**src/fps_params.svh**
```systemverilog
`ifndef FPS_PARAMS_SVH
`define FPS_PARAMS_SVH

// Timebase
`define FPS_CLK_MHZ 200

// Delays in their own units
`define FPS_FAULT_MS 128
`define FPS_HI_BLANK_US 50
`define FPS_LO_BLANK_US 350
`define FPS_AUTOREC_US 1000
`define FPS_SOFTSTART_US 1000

// Derived cycle counts
`define FPS_FAULT_CYC (`FPS_FAULT_MS * 1000 * `FPS_CLK_MHZ)
`define FPS_HI_BLANK_CYC (`FPS_HI_BLANK_US * `FPS_CLK_MHZ)
`define FPS_LO_BLANK_CYC (`FPS_LO_BLANK_US * `FPS_CLK_MHZ)
`define FPS_AUTOREC_CYC (`FPS_AUTOREC_US * `FPS_CLK_MHZ)
`define FPS_SOFTSTART_CYC (`FPS_SOFTSTART_US * `FPS_CLK_MHZ)

// Feedback level codes
`define FPS_FB_FOLD_START 8'h60
`define FPS_FB_FOLD_END 8'h30
`define FPS_FB_SKIP_OUT 8'h28
`define FPS_FB_SKIP_IN 8'h20

// Oscillator frequency codes
`define FPS_FREQ_MIN 8'h1F
`define FPS_FREQ_NOM 8'h7F
`define FPS_FREQ_SHIFT 1

// Timer counter width
`define FPS_CNT_W 32
`define FPS_CNT_ZERO 32'h0000_0000
`define FPS_CNT_ONE 32'h0000_0001

`endif

```
**src/fps_pkg.sv**
```systemverilog
package fps_pkg;

  typedef enum logic [2:0] {
    FPS_OFF = 3'b000,
    FPS_CHECK = 3'b001,
    FPS_SOFT = 3'b010,
    FPS_RUN = 3'b011,
    FPS_AUTOREC = 3'b100,
    FPS_LATCHED = 3'b101
  } fps_state_t;

endpackage : fps_pkg

```
**src/fps_hold_timer.sv**
```systemverilog
`timescale 1ns/1ps
`include "fps_params.svh"

// Trips once level has stood enabled for LIMIT consecutive cycles
module fps_hold_timer #(
  parameter int unsigned LIMIT = 1
) (
  // Clock and reset
  input wire logic mclk,
  input wire logic reset_n,
  // Condition
  input wire logic enable,
  input wire logic level,
  // Result
  output logic trip
);

  localparam logic [`FPS_CNT_W-1:0] LIMIT_W = LIMIT[`FPS_CNT_W-1:0];

  logic [`FPS_CNT_W-1:0] cnt_q;
  logic [`FPS_CNT_W-1:0] cnt_d;
  wire counting = enable & level;

  // Saturate so a long excursion stays tripped
  assign cnt_d = !counting ? `FPS_CNT_ZERO : (trip ? cnt_q : cnt_q + `FPS_CNT_ONE);
  assign trip = (cnt_q >= LIMIT_W);

  always_ff @(posedge mclk) begin
    if (!reset_n) begin
      cnt_q <= `FPS_CNT_ZERO;
    end else begin
      cnt_q <= cnt_d;
    end
  end

endmodule : fps_hold_timer

```
**src/fps_sequencer.sv**
```systemverilog
`timescale 1ns/1ps
`include "fps_params.svh"

// Contract
// - Current limit starts the overload fault timer
// - Expiry stops drive, latches or autorecovers
// - Setpoint back below limit clears timer
// - Max duty termination also starts timer
// - Autorecovery restarts after delay, retries on fault
// - Low feedback folds frequency linearly to minimum
// - Current-mode termination stays active during foldback
// - No foldback while at maximum duty
// - Skip-entry threshold stops drive, lowers consumption
// - Stay skipping until skip-exit threshold crossed
// - Shutdown input outside window latches off
// - Blank 50 us high, 350 us low excursions
// - Latch cleared only by brown-out, supply reset or over-temperature
// - Upper threshold checked at supply start level
// - Lower threshold ignored until soft-start ends
// - Double thermistor bias during soft-start
// - Over-temperature stops drive, source, resets logic
// - Cooling re-enables source, normal start-up
// - Brown-out stops; resume above start level
module fps_sequencer #(
  parameter int unsigned FAULT_CYC = `FPS_FAULT_CYC,
  parameter int unsigned HI_BLANK_CYC = `FPS_HI_BLANK_CYC,
  parameter int unsigned LO_BLANK_CYC = `FPS_LO_BLANK_CYC,
  parameter int unsigned AUTOREC_CYC = `FPS_AUTOREC_CYC,
  parameter int unsigned SOFTSTART_CYC = `FPS_SOFTSTART_CYC
) (
  // Clock and reset
  input wire logic mclk,
  input wire logic reset_n,
  // Option strap
  input wire logic option_autorec,
  // Supply and line sense
  input wire logic supply_at_start,
  input wire logic supply_at_reset,
  input wire logic line_above_start,
  input wire logic line_below_stop,
  // Current loop
  input wire logic cs_at_limit,
  input wire logic max_duty_term,
  input wire logic cs_term,
  input wire logic [7:0] feedback_level,
  // Shutdown window
  input wire logic shutdown_above_upper,
  input wire logic shutdown_below_lower,
  // Temperature
  input wire logic over_temperature_shutdown,
  // Gate drive and supply control
  output logic gate_drive_out,
  output logic startup_source_en,
  output logic soft_start_bias_current,
  output logic cm_term_enable,
  // Oscillator
  output logic [7:0] osc_freq_code,
  // Status
  output logic skip_active,
  output logic low_power,
  output logic latched_off,
  output logic fault_timer_running
);

  fps_pkg::fps_state_t state_q;
  fps_pkg::fps_state_t state_d;
  logic opt_autorec_q;
  logic skip_q;
  logic skip_d;
  logic max_duty_q;
  logic max_duty_d;
  logic gate_q;
  logic startup_q;
  logic bias_q;
  logic [7:0] freq_q;
  logic [7:0] freq_d;

  function automatic logic [7:0] fps_clamp(input logic [7:0] v, input logic [7:0] lo, input logic [7:0] hi);
    fps_clamp = (v < lo) ? lo : ((v > hi) ? hi : v);
  endfunction : fps_clamp

  // Decoding
  wire st_soft = (state_q == fps_pkg::FPS_SOFT);
  wire st_run = (state_q == fps_pkg::FPS_RUN);
  wire st_active = st_soft | st_run;
  wire st_latched = (state_q == fps_pkg::FPS_LATCHED);
  wire hot = over_temperature_shutdown;
  wire brownout = line_below_stop;
  wire fb_at_skip_in = (feedback_level <= `FPS_FB_SKIP_IN);
  wire fb_above_skip_out = (feedback_level > `FPS_FB_SKIP_OUT);
  wire [7:0] fb_clamped = fps_clamp(feedback_level, `FPS_FB_FOLD_END, `FPS_FB_FOLD_START);
  wire [7:0] fb_span = fb_clamped - `FPS_FB_FOLD_END;
  wire [7:0] freq_fold = `FPS_FREQ_MIN + (fb_span << `FPS_FREQ_SHIFT);
  wire fault_level = (cs_at_limit | max_duty_q) & st_active;
  wire fault_trip;
  wire hi_trip;
  wire lo_trip;
  wire autorec_done;
  wire soft_done;

  // Fault timer: cleared the moment the level drops
  fps_hold_timer #(.LIMIT(FAULT_CYC)) u_fault (
    .mclk(mclk),
    .reset_n(reset_n),
    .enable(~hot),
    .level(fault_level),
    .trip(fault_trip)
  );

  // Upper window edge watched from the start-level check onward
  fps_hold_timer #(.LIMIT(HI_BLANK_CYC)) u_hi_blank (
    .mclk(mclk),
    .reset_n(reset_n),
    .enable(~hot & (st_active | (state_q == fps_pkg::FPS_CHECK))),
    .level(shutdown_above_upper),
    .trip(hi_trip)
  );

  // Lower edge masked through soft-start; references may still settle
  fps_hold_timer #(.LIMIT(LO_BLANK_CYC)) u_lo_blank (
    .mclk(mclk),
    .reset_n(reset_n),
    .enable(~hot & st_run),
    .level(shutdown_below_lower),
    .trip(lo_trip)
  );

  fps_hold_timer #(.LIMIT(AUTOREC_CYC)) u_autorec (
    .mclk(mclk),
    .reset_n(reset_n),
    .enable(~hot),
    .level(state_q == fps_pkg::FPS_AUTOREC),
    .trip(autorec_done)
  );

  fps_hold_timer #(.LIMIT(SOFTSTART_CYC)) u_soft (
    .mclk(mclk),
    .reset_n(reset_n),
    .enable(~hot),
    .level(st_soft),
    .trip(soft_done)
  );

  // Sequencing
  always_comb begin
    state_d = state_q;
    unique case (state_q)
      fps_pkg::FPS_OFF: begin
        if (supply_at_start && line_above_start) begin
          state_d = fps_pkg::FPS_CHECK;
        end
      end
      fps_pkg::FPS_CHECK: begin
        state_d = shutdown_above_upper ? fps_pkg::FPS_LATCHED : fps_pkg::FPS_SOFT;
      end
      fps_pkg::FPS_SOFT, fps_pkg::FPS_RUN: begin
        if (hi_trip || lo_trip) begin
          state_d = fps_pkg::FPS_LATCHED;
        end else if (fault_trip) begin
          state_d = opt_autorec_q ? fps_pkg::FPS_AUTOREC : fps_pkg::FPS_LATCHED;
        end else if (st_soft && soft_done) begin
          state_d = fps_pkg::FPS_RUN;
        end
      end
      fps_pkg::FPS_AUTOREC: begin
        if (autorec_done) begin
          state_d = fps_pkg::FPS_CHECK;
        end
      end
      fps_pkg::FPS_LATCHED: begin
        state_d = fps_pkg::FPS_LATCHED;
      end
      default: begin
        state_d = fps_pkg::FPS_OFF;
      end
    endcase
    // Brown-out and supply reset clear everything, latch included
    if (brownout || supply_at_reset) begin
      state_d = fps_pkg::FPS_OFF;
    end
    if (hot) begin
      state_d = fps_pkg::FPS_OFF;
    end
  end

  // Skip hysteresis, only meaningful while running
  assign skip_d = st_run & ~hot & (skip_q ? ~fb_above_skip_out : fb_at_skip_in);

  // Max duty flag persists until a current-terminated pulse; a new max duty pulse wins
  assign max_duty_d = st_active & ~hot & (max_duty_term | (max_duty_q & ~cs_term));

  // Foldback held at nominal when at maximum duty
  assign freq_d = (max_duty_q || !st_active) ? `FPS_FREQ_NOM : freq_fold;

  always_ff @(posedge mclk) begin
    if (!reset_n) begin
      opt_autorec_q <= option_autorec;
    end
  end

  always_ff @(posedge mclk) begin
    if (!reset_n) begin
      state_q <= fps_pkg::FPS_OFF;
      skip_q <= 1'b0;
      max_duty_q <= 1'b0;
      freq_q <= `FPS_FREQ_NOM;
    end else begin
      state_q <= state_d;
      skip_q <= skip_d;
      max_duty_q <= max_duty_d;
      freq_q <= freq_d;
    end
  end

  // Output flops
  always_ff @(posedge mclk) begin
    if (!reset_n) begin
      gate_q <= 1'b0;
      startup_q <= 1'b0;
      bias_q <= 1'b0;
    end else begin
      gate_q <= ~hot & ((state_d == fps_pkg::FPS_SOFT) | (state_d == fps_pkg::FPS_RUN)) & ~skip_d;
      startup_q <= ~hot;
      bias_q <= ~hot & (state_d == fps_pkg::FPS_SOFT);
    end
  end

  assign gate_drive_out = gate_q;
  assign startup_source_en = startup_q;
  assign soft_start_bias_current = bias_q;
  assign cm_term_enable = st_active;
  assign osc_freq_code = freq_q;
  assign skip_active = skip_q;
  assign low_power = skip_q;
  assign latched_off = st_latched;
  assign fault_timer_running = fault_level & ~hot;
endmodule : fps_sequencer

```
**config.mk**
```make
export PLATFORM = sky130hd
export DESIGN_NAME = fps_sequencer
export DESIGN_NICKNAME = d
export VERILOG_FILES = /design/src/fps_pkg.sv /design/src/fps_hold_timer.sv /design/src/fps_sequencer.sv
export VERILOG_INCLUDE_DIRS = /design/src /design/src/src
export SDC_FILE = /design/constraint.sdc
export NUM_CORES = 1
export LEC_CHECK = 0
export BUFFER_PORTS_ARGS = -buffer_cell sky130_fd_sc_hd__buf_2
export CORE_MARGIN = 3
export CORE_UTILIZATION = 39
export DETAILED_ROUTE_END_ITERATION = 7
export GPL_ROUTABILITY_DRIVEN = 0
export PLACE_DENSITY = 0.66
export SLEW_MARGIN = 20
export SYNTH_ARGS = -nofsm -noshare
export SYNTH_HDL_FRONTEND = slang
export SYNTH_HIERARCHICAL = 1
export SYNTH_SLANG_ARGS = --single-unit
```
**constraint.sdc**
```tcl
create_clock -name mclk -period 2.65 [get_ports mclk]
set_input_delay 0.3975 -clock mclk [delete_from_list [all_inputs] [get_ports mclk]]
set_output_delay 0.3975 -clock mclk [all_outputs]
set_load 0.05 [all_outputs]
```
After elaboration in Yosys (flattened, before gate mapping)
Index checks and enable logic that the tools add are counted.
- mux-type cells: 13
- reductions and logical operators: 14
- eq/ne operators: 7
- bitwise operators: 25
- magnitude comparators: 9
- add/subtract/negate cells: 7
- operators by type and width (kind ; count):
    32-bit by 1-bit adder with 32-bit output (second input constant) ; 5
    32-bit by 18-bit greater-or-equal comparator with 1-bit output (second input constant) ; 2
    32-bit by 14-bit greater-or-equal comparator with 1-bit output (second input constant) ; 1
    32-bit by 17-bit greater-or-equal comparator with 1-bit output (second input constant) ; 1
    32-bit by 25-bit greater-or-equal comparator with 1-bit output (second input constant) ; 1
    3-bit two-way mux ; 8
    1-bit AND ; 15
    3-bit one-hot mux with 5 select lines ; 1
    7-bit two-way mux ; 2
    3-bit by 2-bit equality test with 1-bit output (second input constant) ; 4
    2-bit AND reduction ; 5
    5-bit by 8-bit adder with 8-bit output (first input constant) ; 1
    8-bit by 6-bit greater-than comparator with 1-bit output (second input constant) ; 1
    8-bit by 7-bit greater-than comparator with 1-bit output (second input constant) ; 1
    8-bit by 6-bit <= comparator with 1-bit output (second input constant) ; 1
    8-bit by 6-bit < comparator with 1-bit output (second input constant) ; 1
    7-bit by 6-bit subtractor with 7-bit output (second input constant) ; 1
    3-bit equality test (second input constant) ; 2
    1-bit inverter ; 5
    1-bit bitwise OR ; 5
    2-bit OR reduction ; 2
    3-bit by 1-bit equality test with 1-bit output (second input constant) ; 1
    3-bit zero test ; 1
    1-bit logical OR ; 3
    3 further kinds ; 5
- word-level logic and storage cells: 88
- bits of input ports: 21
- output and inout port bits: 16
- register bits after elaboration: 177

Depth between registers and ports, before layout
- depth after elaboration: 12
- gate-level depth with buffers: 9

By module
The synthesis kept the hierarchy.
- modules (own cells, without submodules) (module ; sequential area each (um^2) ; cells an instance ; times used ; area each (um^2)):
    fps_hold_timer at u_autorec ... ; 640.6 ; 144 ; 2 ; 1390.1
    fps_hold_timer at u_fault ; 640.6 ; 195 ; 1 ; 1666.6
    fps_hold_timer at u_lo_blank ; 640.6 ; 148 ; 1 ; 1376.3
    fps_hold_timer at u_hi_blank ; 640.6 ; 130 ; 1 ; 1228.7
    fps_sequencer ; 330.3 ; 111 ; 1 ; 949.7

Worst setup path after synthesis
No wires, ideal clock.
- path kind: reg-to-reg
- start point: register u_hi_blank.cnt_q[7]
- end point: register gate_q, in the netlist gate_drive_out
- arrival: 2.495 ns
- slack: 0.081 ns
- setup time: 0.074 ns
- stages on the path, launching flop included: 10
- data required time: 2.576 ns
- clock period less this slack: 2.569 ns
- cells stage by stage: dfxtp_1 or4_1 a41o_1 a211o_1 buf_6 buf_2 nor3_1 a21oi_1 or3_1 a31oi_1
- longest elaborated chain between the ends: 10
- RTL lines (what ; line ; RTL):
    from (decl) ; fps_hold_timer.sv:20 ; logic [`FPS_CNT_W-1:0] cnt_q;
    from (signal assigned) ; fps_hold_timer.sv:30 ; cnt_q <= `FPS_CNT_ZERO;
    from (signal assigned) ; fps_hold_timer.sv:32 ; cnt_q <= cnt_d;
    32-bit by 14-bit greater-or-equal comparator with 1-bit output * ; fps_hold_timer.sv:26 ; assign trip = (cnt_q >= LIMIT_W);
    via hi_trip ; fps_sequencer.sv:96 ; wire hi_trip;
    1-bit logical OR * ; fps_sequencer.sv:157 ; if (hi_trip || lo_trip) begin
    3-bit two-way mux * ; fps_sequencer.sv:157 ;
    3-bit one-hot mux with 5 select lines * ; fps_sequencer.sv:147 ; unique case (state_q)
    3-bit two-way mux * ; fps_sequencer.sv:178 ; if (brownout || supply_at_reset) begin
    3-bit two-way mux * ; fps_sequencer.sv:181 ; if (hot) begin
    3-bit by 2-bit equality test with 1-bit output ; fps_sequencer.sv:222 ; gate_q <= ~hot & ((state_d == fps_pkg::FPS_SOFT) | (state_d == fps_pkg::FPS_RUN)) & ~skip_d;
    1-bit bitwise OR * ; fps_sequencer.sv:222 ;
    1-bit AND * (2 in a row) ; fps_sequencer.sv:222 ;
    to (signal assigned) ; fps_sequencer.sv:222 ;
    to (decl) ; fps_sequencer.sv:72 ; logic gate_q;
Mark *: on every way through the listed nets, which the timed path passes. The rest lies on a longest branch.
A chain may end at the register's enable or synchronous reset.

Final worst setup path
- start point: register u_hi_blank.cnt_q[7]
- end point: register u_hi_blank.cnt_q[6]
- longest elaborated chain between the ends: 1
- RTL lines (what ; line):
    32-bit by 14-bit greater-or-equal comparator with 1-bit output ; fps_hold_timer.sv:26
    via hi_trip ; fps_sequencer.sv:96
The timed path passes the listed nets, and every way through them passes these cells.

==> impl_metrics.env <==
export IMPL_setup_violations=0
export IMPL_ir_drop_uv=384
export IMPL_cts_hold_buf=0
export IMPL_yosysMostFrequentCell="dfxtp_1"
export IMPL_clk_latency_ns=0.42
export IMPL_power_switching_w=0.00110
export IMPL_grt_overflow_total=0
export IMPL_power_clock_fraction_pct=51.6
export IMPL_postRouteAntennaNets=0
export IMPL_boundaryPins=37
export IMPL_synthTopCellsByCount="dfxtp_1, and2_1, nand2_1, nor2_1, nand3_1"
export IMPL_post_route_period_util_pct=91.1
export IMPL_async_flop_share_pct=0
export IMPL_required_ns=3.00
export IMPL_track_usage_pct=15.2
export IMPL_synth_seq_cells=176
export IMPL_path_class="reg2reg"
export IMPL_synth_top_area_share_pct=43.8
export IMPL_post_drt_wl_per_cell_um=13.9
export IMPL_drt_iter0_markers=258
export IMPL_route_detailed_drc=0
export IMPL_switching_share_pct=19.5
export IMPL_startpoint_type="flop"
export IMPL_syn_num_nets=906
export IMPL_cp_arrival_ns=2.77
export IMPL_pre_cts_ws_ns=0.191
export IMPL_reg2reg_depth=6
export IMPL_vias=6186
export IMPL_drt_vias_per_instance=5.23
export IMPL_design_area_um2=9150
export IMPL_fp_dieH_um=149
export IMPL_coreArea_um2=19800
export IMPL_cts_tree="yes"
export IMPL_combPwrFrac_pct=1.4
export IMPL_yosys_warnings=6
export IMPL_tns_ns=0
export IMPL_start_util_pct=40.4
export IMPL_p_seq_share_pct=47.0
export IMPL_seq_area_frac_synth_pct=44.2
export IMPL_antenna_found_initial=0
export IMPL_postPlaceCellArea_um2=8460
export IMPL_worstHoldPathType="in2reg"
export IMPL_cts_resized=0
export IMPL_reg2reg_from="u_hi_blank/cnt_q[7]$_SDFFE_PN0N_"
export IMPL_htree_num_levels=4
export IMPL_fillers=1887
export IMPL_fin_skew_ns=0.0107
export IMPL_status="finished clean"
export IMPL_fin_ws_ns=0.235
export IMPL_crit_start="u_hi_blank/cnt_q[7]$_SDFFE_PN0N_"
export IMPL_p_per_area_nw_per_um2=616
export IMPL_drv_cap=0
export IMPL_rsz0062_at_grt="no"
export IMPL_syn_instance_count=872
export IMPL_nNetsFinal=940
export IMPL_rows=51
export IMPL_grt_pass1_wl_um=27900
export IMPL_slew_headroom_pct=38.4
export IMPL_worstMarginPinSlew_ns=0.924
export IMPL_syn_area_per_cell_um2=9.18
export IMPL_r2r_end="u_hi_blank/cnt_q[6]$_SDFFE_PN0N_"
export IMPL_ys_types=68
export IMPL_synth_edf_count=1
export IMPL_timing_fmax_mhz=414
export IMPL_crit_path_max_fanout=12
export IMPL_clkTransAtPathRegs_ns=0.06
export IMPL_grt_pass1_vias=5754
export IMPL_internal_power_w=0.00453
export IMPL_numCtsBuffers=17
export IMPL_clock_path_buffers=2
export IMPL_syn_to_final_growth_pct=14.4
export IMPL_hold_viol=0
export IMPL_synth_area_leaders="dfxtp_1, and2_1, nand2_1"
export IMPL_die_area_um2=22300
export IMPL_first_pass_iters=5
export IMPL_period_needed_ns=2.41
export IMPL_drv_slew=0
export IMPL_synth_top_area_cell="dfxtp_1"
export IMPL_synth_main_ff_cell="dfxtp_1"
export IMPL_place_hpwl_um=11400
export IMPL_post_cts_buffers=0
export IMPL_p_leak_nw=3.20
export IMPL_end_kind="flop"
export IMPL_clock_sinks=176
export IMPL_port_buffers=35
export IMPL_antennaDiodeCount=0
export IMPL_cp_endpoint="u_hi_blank/cnt_q[6]$_SDFFE_PN0N_"
export IMPL_dieWidth_um=149
export IMPL_syn_area_um2=8000
export IMPL_wirelength_um=16500
export IMPL_regToRegSetupSlack_ns=0.24
export IMPL_ctsRootBufferMaster="clkbuf_16"
export IMPL_drive_gt1_share_pct=12.5
export IMPL_grt_max_degree=42
==> power by group through the flow <==
stage | clock (W) | combinational (W) | sequential [W]
after floorplan | 0 | 0.0000387 | 0.00271
after CTS | 0.00298 | 0.0000778 | 0.00265
after global placement | 0 | 0.0000771 | 0.00271
after global routing | 0.00309 | 0.0000848 | 0.00265
after detailed placement | 0 | 0.0000773 | 0.00271
final | 0.00291 | 0.0000775 | 0.00265
==> worst max-delay path, stage by stage (launching register included) <==
cell and delay [ns]:
dfxtp_1 0.35, or4_1 0.54, a41o_1 0.26, a211o_1 0.35, buf_4 0.19, or4_1 0.50
a21oi_1 0.15
==> through the flow <==
stage               hold slack [ns]  total power, W  cells  utilization, %
floorplan                     0.420         0.00275    872               -
global placement              0.433         0.00279   1152            42.8
detailed placement            0.438         0.00279   1152            42.8
CTS                           0.149         0.00570   1183            46.3
global route                  0.159         0.00583   1183            46.3
finish                        0.176         0.00563   1183            46.3
==> final cells by class <==
cell class / instances / area (um^2) / area share (%)
Multi-Input combinational cell: 622 / 4140 / 45.2
Sequential cell: 176 / 3530 / 38.6
Clock buffer: 19 / 464 / 5.07
Timing Repair Buffer: 57 / 340 / 3.72
Tap cell: 265 / 332 / 3.62
Clock inverter: 12 / 225 / 2.46
Inverter: 32 / 120 / 1.31
==> sequential cells by signal (all words and copies together) (netlist names) <==
name                     cells
u_autorec/cnt_q             32
u_hi_blank/cnt_q            32
opt_autorec_q                1
u_soft/cnt_q                32
state_q                      3
startup_source_en            1
gate_drive_out               1
u_lo_blank/cnt_q            32
low_power                    1
max_duty_q                   1
u_fault/cnt_q               32
osc_freq_code                7
soft_start_bias_current      1
==> worst min path at each step <==
| stage | start | to | slack [ns] | depth (start not counted) |
|---|---|---|---|---|
| after floorplan | u_hi_blank/cnt_q[30]$_SDFFE_PN0N_ | u_hi_blank/cnt_q[30]$_SDFFE_PN0N_ | 0.42 | 1 |
| after global placement | u_hi_blank/cnt_q[30]$_SDFFE_PN0N_ | u_hi_blank/cnt_q[30]$_SDFFE_PN0N_ | 0.43 | 1 |
| after detailed placement | u_hi_blank/cnt_q[31]$_SDFFE_PN0N_ | u_hi_blank/cnt_q[31]$_SDFFE_PN0N_ | 0.44 | 1 |
| after CTS | feedback_level[0] | osc_freq_code[1]$_SDFF_PP1_ | 0.15 | 2 |
| after global routing | feedback_level[0] | osc_freq_code[1]$_SDFF_PP1_ | 0.16 | 2 |
| final | feedback_level[0] | osc_freq_code[1]$_SDFF_PP1_ | 0.18 | 2 |
==> routing by layer <==
metal / GRT usage (%) / part of all wire [%]
met4: 5.17 / 1.3
met3: 3.56 / 3.0
met5: 0 / 0
met1: 21.1 / 50
met2: 23.4 / 45
==> cells by family after synthesis <==
family          share of synthesized area, %
compound gates                          12.9
xor+xnor                                3.28
fa+ha+maj                               2.16
buf+inv                                 4.14
flops                                   44.2
mux                                     3.19
other cells                           0.0469
simple gates                            30.1
==> layout by cell type, fill, tap and decap left out, types with 4 or more instances in the layout <==
master     synthesis  layout
and2_1            73      73
nand3_1           46      46
mux2i_1           24      24
nor3_1            10      10
nor2_1            56      56
or4_1             22      22
ha_1              13      13
xnor2_1           29      29
nand2_1           68      68
o21ai_0           14      14
and4_1            15      15
o211ai_1           5       5
inv_1             32      32
o31a_1             4       4
bufinv_16          0       6
o31ai_1           18      18
nor4_1            32      32
dfxtp_1          175     175
and3_1            16      16
buf_4              6      22
a2111oi_0          7       7
buf_2              6      35
clkbuf_16          0      18
a2111oi_4          5       5
nand4_1           24      24
nor2b_1            5       5
or3_1              8       8
a211oi_1          14      14
nand2b_1          22      22
a2111oi_2          4       4
a21oi_1           36      36
o21a_1             4       4
Power figures use the tool's default switching activity.
